$ cat config.mk
export PLATFORM = sky130hd
export DESIGN_NAME = input_function_decoder
export DESIGN_NICKNAME = d
export VERILOG_FILES = /design/src/pkg/input_function_decoder_pkg.sv /design/src/rtl/input_function_decoder.sv
export VERILOG_INCLUDE_DIRS = /design/src /design/src/pkg
export SDC_FILE = /design/constraint.sdc
export NUM_CORES = 1
export LEC_CHECK = 0
export ABC_AREA = 1
export ABC_CLOCK_PERIOD_IN_PS = 2600
export BUFFER_PORTS_ARGS = -buffer_cell sky130_fd_sc_hd__buf_2
export CAP_MARGIN = 20
export CORE_MARGIN = 10
export CORE_UTILIZATION = 40
export CTS_BUF_LIST = sky130_fd_sc_hd__clkbuf_4 sky130_fd_sc_hd__clkbuf_8
export CTS_CLUSTER_DIAMETER = 100
export DETAILED_ROUTE_END_ITERATION = 7
export SLEW_MARGIN = 20
export SYNTH_ARGS = -nofsm -noshare
export SYNTH_HDL_FRONTEND = slang
export SYNTH_SLANG_ARGS = --single-unit
$ cat constraint.sdc
create_clock -name sys_clk -period 2.6 [get_ports sys_clk]
set_clock_uncertainty 0.05 [all_clocks]
set_input_delay 0.13 -clock sys_clk [delete_from_list [all_inputs] [get_ports sys_clk]]
set_output_delay 0.13 -clock sys_clk [all_outputs]
set_load 0.01 [all_outputs]
$ cat src/pkg/input_function_decoder_map.svh
// Register offsets, reset values and function codes of the input decoder.
// Assumes a 32-bit Avalon-MM slave with byte addresses.
`ifndef INPUT_FUNCTION_DECODER_MAP_SVH
`define INPUT_FUNCTION_DECODER_MAP_SVH
`define IFD_OFS_FUNC0     6'h00
`define IFD_OFS_FUNC1     6'h04
`define IFD_OFS_FUNC2     6'h08
`define IFD_OFS_FUNC3     6'h0C
`define IFD_OFS_POLARITY  6'h10
`define IFD_OFS_MONITOR   6'h14
`define IFD_OFS_OUTSTATE  6'h18
`define IFD_OFS_OUTFORCE  6'h1C
`define IFD_OFS_OUTLEVEL  6'h20
`define IFD_RST_FUNC      7'h00
`define IFD_RST_POLARITY  4'h0
`define IFD_RST_OUTFORCE  6'h00
`define IFD_RST_OUTLEVEL  3'h0
`define IFD_FC_NONE       0
`define IFD_FC_ENABLE     1
`define IFD_FC_DRVRESET   2
`define IFD_FC_TRQSRCB    3
`define IFD_FC_TRQINV     4
`define IFD_FC_FWDTRQLIM  5
`define IFD_FC_REVTRQLIM  6
`define IFD_FC_FWDSPDLIM  7
`define IFD_FC_REVSPDLIM  8
`define IFD_FC_JOGFWD     9
`define IFD_FC_JOGREV     10
`define IFD_FC_SPDREFINV  11
`define IFD_FC_MAINSPDB   12
`define IFD_FC_SPDSTOP    13
`define IFD_FC_FWRESET    14
`define IFD_FC_ENCCLEAR   15
`define IFD_FC_ZEROCLAMP  16
`define IFD_FC_MSPDBIT0   17
`define IFD_FC_MSEGTRIG   27
`endif

$ cat src/pkg/input_function_decoder_pkg.sv
// Types shared by the input function decoder and its bench.
// Assumes the map header is on the include path.
`default_nettype none
package input_function_decoder_pkg;
   localparam int NumTerm = 4;
   localparam int CodeW   = 7;
   typedef logic [CodeW-1:0] code_t;
   typedef enum logic [1:0] {BUS_IDLE = 2'b01, BUS_ACK = 2'b10} bus_state_e;
   typedef struct packed {
      logic driveEnable;
      logic torqueSrcB;
      logic torqueInvert;
      logic fwdTorqueLimit;
      logic revTorqueLimit;
      logic fwdSpeedLimit;
      logic revSpeedLimit;
      logic jogFwd;
      logic jogRev;
      logic speedRefInvert;
      logic mainSpeedB;
      logic speedStop;
      logic zeroClamp;
      logic multiSpeedBit0;
   } ctl_s;
   typedef struct packed {
      logic driveReset;
      logic fwReset;
      logic encClear;
      logic msegStart;
      logic msegStop;
   } evt_s;
endpackage : input_function_decoder_pkg
`default_nettype wire

$ cat src/rtl/input_function_decoder.sv
// Input function decoder: maps each input terminal to a drive control function.
// Assumes terminal pins are already synchronous to sys_clk and filtered upstream.
//
// The Avalon-MM slave port and the register addresses were chosen for this implementation.
`include "input_function_decoder_map.svh"
`default_nettype none

module input_function_decoder
   import input_function_decoder_pkg::*;
(
   input  wire logic          sys_clk,
   input  wire logic          arst_n,
   input  wire logic [5:0]    address,
   input  wire logic          read,
   input  wire logic          write,
   input  wire logic [3:0]    byteenable,
   input  wire logic [31:0]   writedata,
   output logic      [31:0]   readdata,
   output logic               waitrequest,
   input  wire logic [3:0]    inputTerminal,
   input  wire logic [5:0]    outputStateIn,
   output logic      [5:0]    outputForceValue,
   output logic      [2:0]    outputLevelSelect,
   output ctl_s               ctlOut,
   output evt_s               evtOut
);

   // ----------------------------------------------------------------
   // Register bus
   // ----------------------------------------------------------------
   bus_state_e   busState_ff;
   code_t        funcCode_ff [NumTerm];
   logic [3:0]   polarity_ff;
   logic [5:0]   outForce_ff;
   logic [2:0]   outLevel_ff;
   logic [31:0]  readdata_ff;
   logic [31:0]  funcState_ff;
   logic [31:0]  prevState_ff;
   logic [31:0]  rise_ff;
   logic [31:0]  fall_ff;
   logic [31:0]  nxt_funcState;
   logic [3:0]   termEff;
   logic [31:0]  nxt_readdata;
   logic         busReq;
   logic         wrTake;

   assign busReq      = read | write;
   // One wait cycle lets read data settle in a flop before the master takes it.
   assign waitrequest = busReq & (busState_ff == BUS_IDLE);
   assign wrTake      = write & (busState_ff == BUS_ACK) & byteenable[0];
   assign readdata    = readdata_ff;

   // Bus handshake state.
   always_ff @(posedge sys_clk or negedge arst_n)
   begin
      if (!arst_n)
         busState_ff <= BUS_IDLE;
      else
      begin
         unique case (busState_ff)
            BUS_IDLE: if (busReq) busState_ff <= BUS_ACK;
            BUS_ACK:  busState_ff <= BUS_IDLE;
            default:  busState_ff <= BUS_IDLE;
         endcase
      end
   end

   // Configuration writes; unmapped addresses are ignored.
   always_ff @(posedge sys_clk or negedge arst_n)
   begin
      if (!arst_n)
      begin
         for (int i = 0; i < NumTerm; i++)
            funcCode_ff[i] <= `IFD_RST_FUNC;
         polarity_ff <= `IFD_RST_POLARITY;
         outForce_ff <= `IFD_RST_OUTFORCE;
         outLevel_ff <= `IFD_RST_OUTLEVEL;
      end
      else if (wrTake)
      begin
         unique case (address)
            `IFD_OFS_FUNC0:    funcCode_ff[0] <= writedata[CodeW-1:0];
            `IFD_OFS_FUNC1:    funcCode_ff[1] <= writedata[CodeW-1:0];
            `IFD_OFS_FUNC2:    funcCode_ff[2] <= writedata[CodeW-1:0];
            `IFD_OFS_FUNC3:    funcCode_ff[3] <= writedata[CodeW-1:0];
            `IFD_OFS_POLARITY: polarity_ff    <= writedata[3:0];
            `IFD_OFS_OUTFORCE: outForce_ff    <= writedata[5:0];
            `IFD_OFS_OUTLEVEL: outLevel_ff    <= writedata[2:0];
            default: ;
         endcase
      end
   end

   // Read mux; unmapped addresses read as zero.
   always_comb
   begin
      nxt_readdata = 32'h0000_0000;
      unique case (address)
         `IFD_OFS_FUNC0:    nxt_readdata = {25'h0, funcCode_ff[0]};
         `IFD_OFS_FUNC1:    nxt_readdata = {25'h0, funcCode_ff[1]};
         `IFD_OFS_FUNC2:    nxt_readdata = {25'h0, funcCode_ff[2]};
         `IFD_OFS_FUNC3:    nxt_readdata = {25'h0, funcCode_ff[3]};
         `IFD_OFS_POLARITY: nxt_readdata = {28'h0, polarity_ff};
         `IFD_OFS_MONITOR:  nxt_readdata = funcState_ff;
         `IFD_OFS_OUTSTATE: nxt_readdata = {26'h0, outputStateIn};
         `IFD_OFS_OUTFORCE: nxt_readdata = {26'h0, outForce_ff};
         `IFD_OFS_OUTLEVEL: nxt_readdata = {29'h0, outLevel_ff};
         default:           nxt_readdata = 32'h0000_0000;
      endcase
   end

   // Read data is captured in the wait cycle and stands at the ack edge.
   always_ff @(posedge sys_clk or negedge arst_n)
   begin
      if (!arst_n)
         readdata_ff <= 32'h0000_0000;
      else if (read && busState_ff == BUS_IDLE)
         readdata_ff <= nxt_readdata;
   end

   assign outputForceValue  = outForce_ff;
   assign outputLevelSelect = outLevel_ff;

   // ----------------------------------------------------------------
   // Function decode
   // ----------------------------------------------------------------
   // Effective state: pin equal to its polarity bit counts as active.
   always_comb
   begin
      for (int i = 0; i < NumTerm; i++)
         termEff[i] = ~(inputTerminal[i] ^ polarity_ff[i]);
   end

   // Codes above 31 have no monitor bit and no effect here.
   always_comb
   begin
      nxt_funcState = 32'h0000_0000;
      for (int i = 0; i < NumTerm; i++)
      begin
         if (termEff[i] && funcCode_ff[i] < 7'h20)
            nxt_funcState[funcCode_ff[i][4:0]] = 1'b1;
      end
      nxt_funcState[`IFD_FC_NONE] = 1'b0;
   end

   // Function state, previous state and edge pulses.
   always_ff @(posedge sys_clk or negedge arst_n)
   begin
      if (!arst_n)
      begin
         funcState_ff <= 32'h0000_0000;
         prevState_ff <= 32'h0000_0000;
         rise_ff      <= 32'h0000_0000;
         fall_ff      <= 32'h0000_0000;
      end
      else
      begin
         funcState_ff <= nxt_funcState;
         prevState_ff <= funcState_ff;
         rise_ff      <= funcState_ff & ~prevState_ff;
         fall_ff      <= ~funcState_ff & prevState_ff;
      end
   end

   // ----------------------------------------------------------------
   // Outputs to motion and control logic
   // ----------------------------------------------------------------
   // Level functions follow the registered function state, one cycle behind the effective state.
   always_comb
   begin
      ctlOut.driveEnable    = funcState_ff[`IFD_FC_ENABLE];
      ctlOut.torqueSrcB     = funcState_ff[`IFD_FC_TRQSRCB];
      ctlOut.torqueInvert   = funcState_ff[`IFD_FC_TRQINV];
      ctlOut.fwdTorqueLimit = funcState_ff[`IFD_FC_FWDTRQLIM];
      ctlOut.revTorqueLimit = funcState_ff[`IFD_FC_REVTRQLIM];
      ctlOut.fwdSpeedLimit  = funcState_ff[`IFD_FC_FWDSPDLIM];
      ctlOut.revSpeedLimit  = funcState_ff[`IFD_FC_REVSPDLIM];
      ctlOut.jogFwd         = funcState_ff[`IFD_FC_JOGFWD];
      ctlOut.jogRev         = funcState_ff[`IFD_FC_JOGREV];
      ctlOut.speedRefInvert = funcState_ff[`IFD_FC_SPDREFINV];
      ctlOut.mainSpeedB     = funcState_ff[`IFD_FC_MAINSPDB];
      ctlOut.speedStop      = funcState_ff[`IFD_FC_SPDSTOP];
      ctlOut.zeroClamp      = funcState_ff[`IFD_FC_ZEROCLAMP];
      ctlOut.multiSpeedBit0 = funcState_ff[`IFD_FC_MSPDBIT0];
   end

   // Edge functions fire once per rising transition (msegStop once per falling one), never while held.
   always_comb
   begin
      evtOut.driveReset = rise_ff[`IFD_FC_DRVRESET];
      evtOut.fwReset    = rise_ff[`IFD_FC_FWRESET];
      evtOut.encClear   = rise_ff[`IFD_FC_ENCCLEAR];
      evtOut.msegStart  = rise_ff[`IFD_FC_MSEGTRIG];
      evtOut.msegStop   = fall_ff[`IFD_FC_MSEGTRIG];
   end

   // ----------------------------------------------------------------
   // Assertions
   // ----------------------------------------------------------------
   property p_code0_none;
      @(posedge sys_clk) disable iff (!arst_n)
      funcState_ff[0] == 1'b0;
   endproperty
   a_code0_none: assert property (p_code0_none)
      else $error("Code zero produced a function state.");

   property p_enable_follow;
      @(posedge sys_clk) disable iff (!arst_n)
      (termEff[0] && funcCode_ff[0] == 7'h01) |=> ctlOut.driveEnable;
   endproperty
   a_enable_follow: assert property (p_enable_follow)
      else $error("Drive enable missing after active terminal.");

   property p_rst_edge;
      @(posedge sys_clk) disable iff (!arst_n)
      $rose(funcState_ff[2]) |=> evtOut.driveReset ##1 !evtOut.driveReset;
   endproperty
   a_rst_edge: assert property (p_rst_edge)
      else $error("Drive reset pulse wrong after rising edge.");

   property p_enc_once;
      @(posedge sys_clk) disable iff (!arst_n)
      (funcState_ff[15] && $past(funcState_ff[15])) |=> !evtOut.encClear;
   endproperty
   a_enc_once: assert property (p_enc_once)
      else $error("Encoder clear repeated while held.");

   property p_torque_or;
      @(posedge sys_clk) disable iff (!arst_n)
      ((termEff[0] && funcCode_ff[0] == 7'h05) || (termEff[1] && funcCode_ff[1] == 7'h05))
      |=> ctlOut.fwdTorqueLimit;
   endproperty
   a_torque_or: assert property (p_torque_or)
      else $error("Shared code did not OR terminals.");

   property p_pol_low;
      @(posedge sys_clk) disable iff (!arst_n)
      (!polarity_ff[2] && !inputTerminal[2] && funcCode_ff[2] == 7'h0D) |=> ctlOut.speedStop;
   endproperty
   a_pol_low: assert property (p_pol_low)
      else $error("Active-low terminal not seen as effective.");

   property p_mseg_stop;
      @(posedge sys_clk) disable iff (!arst_n)
      $fell(funcState_ff[27]) |=> evtOut.msegStop && !evtOut.msegStart;
   endproperty
   a_mseg_stop: assert property (p_mseg_stop)
      else $error("Multi-segment stop missing after fall.");

   property p_pulse_single;
      @(posedge sys_clk) disable iff (!arst_n)
      evtOut.fwReset |=> !evtOut.fwReset;
   endproperty
   a_pulse_single: assert property (p_pulse_single)
      else $error("Edge pulse lasted more than one cycle.");

   property p_monitor_read;
      @(posedge sys_clk) disable iff (!arst_n)
      (read && !waitrequest && address == `IFD_OFS_MONITOR) |-> readdata == $past(funcState_ff);
   endproperty
   a_monitor_read: assert property (p_monitor_read)
      else $error("Monitor read does not show function state.");

   property p_bus_one_wait;
      @(posedge sys_clk) disable iff (!arst_n)
      (busReq && waitrequest) |=> !waitrequest;
   endproperty
   a_bus_one_wait: assert property (p_bus_one_wait)
      else $error("Bus request waited more than one cycle.");

   property p_jog_hold;
      @(posedge sys_clk) disable iff (!arst_n)
      (termEff[0] && funcCode_ff[0] == 7'h0A) |=> ctlOut.jogRev;
   endproperty
   a_jog_hold: assert property (p_jog_hold)
      else $error("Reverse jog missing while terminal held.");

   property p_mspd_follow;
      @(posedge sys_clk) disable iff (!arst_n)
      (termEff[0] && funcCode_ff[0] == 7'h11) |=> ctlOut.multiSpeedBit0;
   endproperty
   a_mspd_follow: assert property (p_mspd_follow)
      else $error("Multi-speed bit missing while terminal held.");

   c_enable: cover property (@(posedge sys_clk) disable iff (!arst_n) ctlOut.driveEnable);
   c_enc: cover property (@(posedge sys_clk) disable iff (!arst_n) evtOut.encClear);
   c_mseg: cover property (@(posedge sys_clk) disable iff (!arst_n) evtOut.msegStop);
   c_write: cover property (@(posedge sys_clk) disable iff (!arst_n) wrTake);
   c_fwreset: cover property (@(posedge sys_clk) disable iff (!arst_n) evtOut.fwReset);

endmodule : input_function_decoder
`default_nettype wire

==> impl_metrics.csv <==
group,metric,value,unit
placement,dp_slack,0.749,ns
route,routedWlPerCell,17.8,um
sta,tightest_slew,0.883,ns
yosys,synthMuxAreaShare,0,%
layout,finalInstanceArea,6780,sq um
power,total_power,3.95,mW
clock_network,cts_tree,"built",
grt,grt_pass1_wl,29.4,mm
power,p_leak,3.54,nW
sta,hold_slack,0.0409,ns
sta,fin_crit_sh,73.2,%
grt,overflow,0,
sta,hold_violations,0,
worst_hold_path,whs_path_depth,3,
critical_path,arrival,2.20,ns
floorplan,die_height,140,um
yosys,synth_fa_ha_area_share,0,%
power,p_seq_share,47.9,%
power,combPwrFrac,12.3,%
critical_path,setup.worst_path.start_class,"flop",
sta,fin_setup_tns,0,ns
critical_path,crit_type,"reg2reg",
critical_path,cp_top_family,"simple AND/OR/NAND/NOR gates",
layout,diodes,0,
grt,grt_usage,18.9,%
critical_path,cpPeakStageDelay,0.59,ns
yosys,avgSynthCellArea,7.68,sq um
yosys,synth_top_family_by_area,"simple AND/OR/NAND/NOR gates",
yosys,synth_nets,808,
yosys,synth_warnings,0,
yosys,synth_compound_area_share,6.16,%
route,num_vias,5426,
power,powerDensity,583,nW/um^2
floorplan,io_pins,117,
grt,grt_pass1_vias,5337,
route,routed_wl,18.5,mm
critical_path,r2r_cells,4,
placement,place.port_buffers,88,
placement,place.gp.congestion,0.925,
yosys,yosysUniqueCellTypes,26,
sta,slew_violations,0,
clock_network,clkSlewWorstSetupHoldPaths,0.07,ns
sta,setup_ws,0.697,ns
worst_hold_path,min_to,"outputForceValue[1]",
clock_network,cts_root_buf,"clkbuf_8",
critical_path,rrSetupSlack,0.70,ns
critical_path,crit_fanout,14,
route,ant_nets,0,
route,drtPass1Iterations,5,
critical_path,critPathBufInv,1,
status,status,"finished, final reports clean",
clock_network,post_cts_resized,0,
clock_network,cts_buffers,17,
power,power.internal,2.83,mW
worst_hold_path,min_path_type,"in2reg",
critical_path,critPathRequiredTime,2.90,ns
grt,grt_start_max_net_pins,55,
run,drv_cap,0,
critical_path,reg2reg_from,"busState_ff[1]",
floorplan,dieArea,19600,sq um
power,max-vdd-ir-drop,0.402,mV
placement,placed_area,6310,sq um
route,drc_errors,0,
placement,hpwlAfterDp,13.7,mm
sta,rsz0062_at_grt,"false",
layout,final_nets,900,
sta,slew_headroom,40.9,%
yosys,seq_area_frac_synth,49.9,%
critical_path,cp_cell_sequence,"inv_1 -> nor3_4 -> nand4_1 -> o21ai_0",
power,sw_frac_of_total,28.3,%
sta,max_freq,526,MHz
placement,dp_cells,995,
grt,antenna_found_initial,0,
floorplan,coreArea,14000,sq um
power,p_sw,1.12,mW
yosys,synthesis.area,5770,sq um
floorplan,initial_utilization,41.3,%
clock_network,cts_sinks,115,
route,vias_per_cell,5.24,
clock_network,clock_latency,0.45,ns
critical_path,reg2reg_to,"funcCode_ff[0]",
sta,setup_viol,0,
yosys,netlist_instances,752,
floorplan,row_count,43,
floorplan,die_w,140,um
yosys,synth_simple_gate_area_share,35.6,%
critical_path,critPathSlowestCell,"nand4_1",
sta,min_period,1.90,ns
layout,drive_gt1_share,17.7,%
yosys,synth_seq_cells,115,
worst_hold_path,worstHoldStart,"writedata[1]",
yosys,synthXorXnorAreaFrac,0.303,%
route,drt-initial-drc-count,519,
clock_network,cts-htree-levels,4,
critical_path,end_kind,"flop",
clock_network,clockBufferDepth,2,
layout,syn_to_final_growth,17.4,%
layout,finish.utilization,48.4,%
layout,stdcell_count,1035,
power,clockPowerShare,39.8,%
[power by group through the flow]
| stage | sequential [mW] | clock [mW] | combinational, mW |
|---|---|---|---|
| final | 1.89 | 1.57 | 0.484 |
| after global routing | 1.90 | 1.69 | 0.539 |
| after CTS | 1.89 | 1.61 | 0.486 |
| after detailed placement | 1.92 | 0 | 0.463 |
| after global placement | 1.92 | 0 | 0.454 |
| after floorplan | 1.91 | 0 | 0.271 |
[registers in the layout, summed over array words and instances (netlist names)]
| name | count |
|---|---|
| rise_ff | 4 |
| polarity_ff | 4 |
| prevState_ff | 4 |
| funcState_ff | 31 |
| funcCode_ff | 28 |
| fall_ff | 1 |
| outputLevelSelect | 3 |
| busState_ff | 2 |
| readdata | 32 |
| outputForceValue | 6 |
[Yosys cell counts]
cell | count | share of area, %
inv_1 | 63 | 4.1
o21a_1 | 2 | 0.26
nand2_1 | 271 | 18
o31ai_1 | 3 | 0.39
a21oi_1 | 13 | 1.1
o21ai_0 | 40 | 3.5
nor2_1 | 55 | 3.6
inv_2 | 2 | 0.13
nor3_2 | 6 | 1.0
dfstp_2 | 1 | 0.46
nor2_4 | 3 | 0.59
xnor2_1 | 2 | 0.30
nand3_1 | 74 | 6.4
nand4_1 | 33 | 3.6
nor3_1 | 24 | 2.1
nor2_2 | 2 | 0.22
buf_6 | 1 | 0.20
or2_2 | 1 | 0.11
clkinv_1 | 1 | 0.065
o21ai_2 | 6 | 0.91
clkbuf_1 | 5 | 0.33
dfrtp_1 | 114 | 49
buf_4 | 19 | 2.5
nor3_4 | 1 | 0.28
nand2_2 | 1 | 0.11
buf_2 | 9 | 0.78
[routing by layer]
metal | share of wire [%] | vias up | global-route usage (%) | routed length (um)
li1 | - | 2599 | - | -
met1 | 45 | 2610 | 25.0 | 8240
met2 | 46 | 191 | 29.3 | 8500
met3 | 7.5 | 26 | 4.67 | 1380
met4 | 1.8 | 0 | 7.39 | 336
met5 | 0 | - | 0 | 0
[worst register-to-register path: cells and delay by family, from the launching register on]
family	cells	cell delay, ns
flops	1	0.33
compound gates	1	0.35
simple gates	2	1.01
buf+inv	1	0.07
[how the worst max path moves through the flow]
stage                     cells past startpoint               to  slack (ns)            from
final                                         4   funcCode_ff[0]        0.70  busState_ff[1]
after global placement                        5  funcState_ff[2]        0.79  polarity_ff[0]
after CTS                                     4   funcCode_ff[0]        0.73  busState_ff[1]
after detailed placement                      5  funcState_ff[5]        0.75  polarity_ff[0]
after floorplan                               6     readdata[27]        1.15  busState_ff[0]
after global routing                          5   funcCode_ff[3]        0.53  busState_ff[1]
[kinds of logic (layout without fill, tap and decap cells)]
| group | Yosys count | count (layout) |
|---|---|---|
| AND/OR/NAND/NOR | 471 | 471 |
| flip-flops | 115 | 115 |
| buffers and inverters | 100 | 203 |
| AO/OA/AOI/OAI | 64 | 64 |
| XOR/XNOR | 2 | 2 |
[final cells by class]
| class | instances | area [sq um] |
|---|---|---|
| well taps | 180 | 225 |
| repair buffers | 107 | 623 |
| multi-input cells | 537 | 2430 |
| flip-flops and latches | 115 | 2880 |
| clock buffers | 19 | 255 |
| clock inverters | 11 | 114 |
| fillers | 1418 | 7210 |
| inverters | 66 | 248 |
[layout by cell type (no fill, tap or decap), drive strengths merged]
cell / netlist / final
bufinv: 0 / 2
clkinvlp: 0 / 2
clkbuf: 5 / 19
o21a: 2 / 2
a21oi: 13 / 13
dfstp: 1 / 1
nand4: 33 / 33
xnor2: 2 / 2
dlygate4sd3: 0 / 10
clkinv: 1 / 8
nor2: 60 / 60
or2: 1 / 1
o31ai: 3 / 3
nand2: 272 / 272
o21ai: 46 / 46
nand3: 74 / 74
inv: 65 / 65
dfrtp: 114 / 114
nor3: 31 / 31
buf: 29 / 97
[timing repair]
action,in CTS,in global routing
buffers inserted,0,0
hold endpoints to repair,102,0
hold buffers,10,0
No activity file was read; power rests on OpenSTA's default activity.
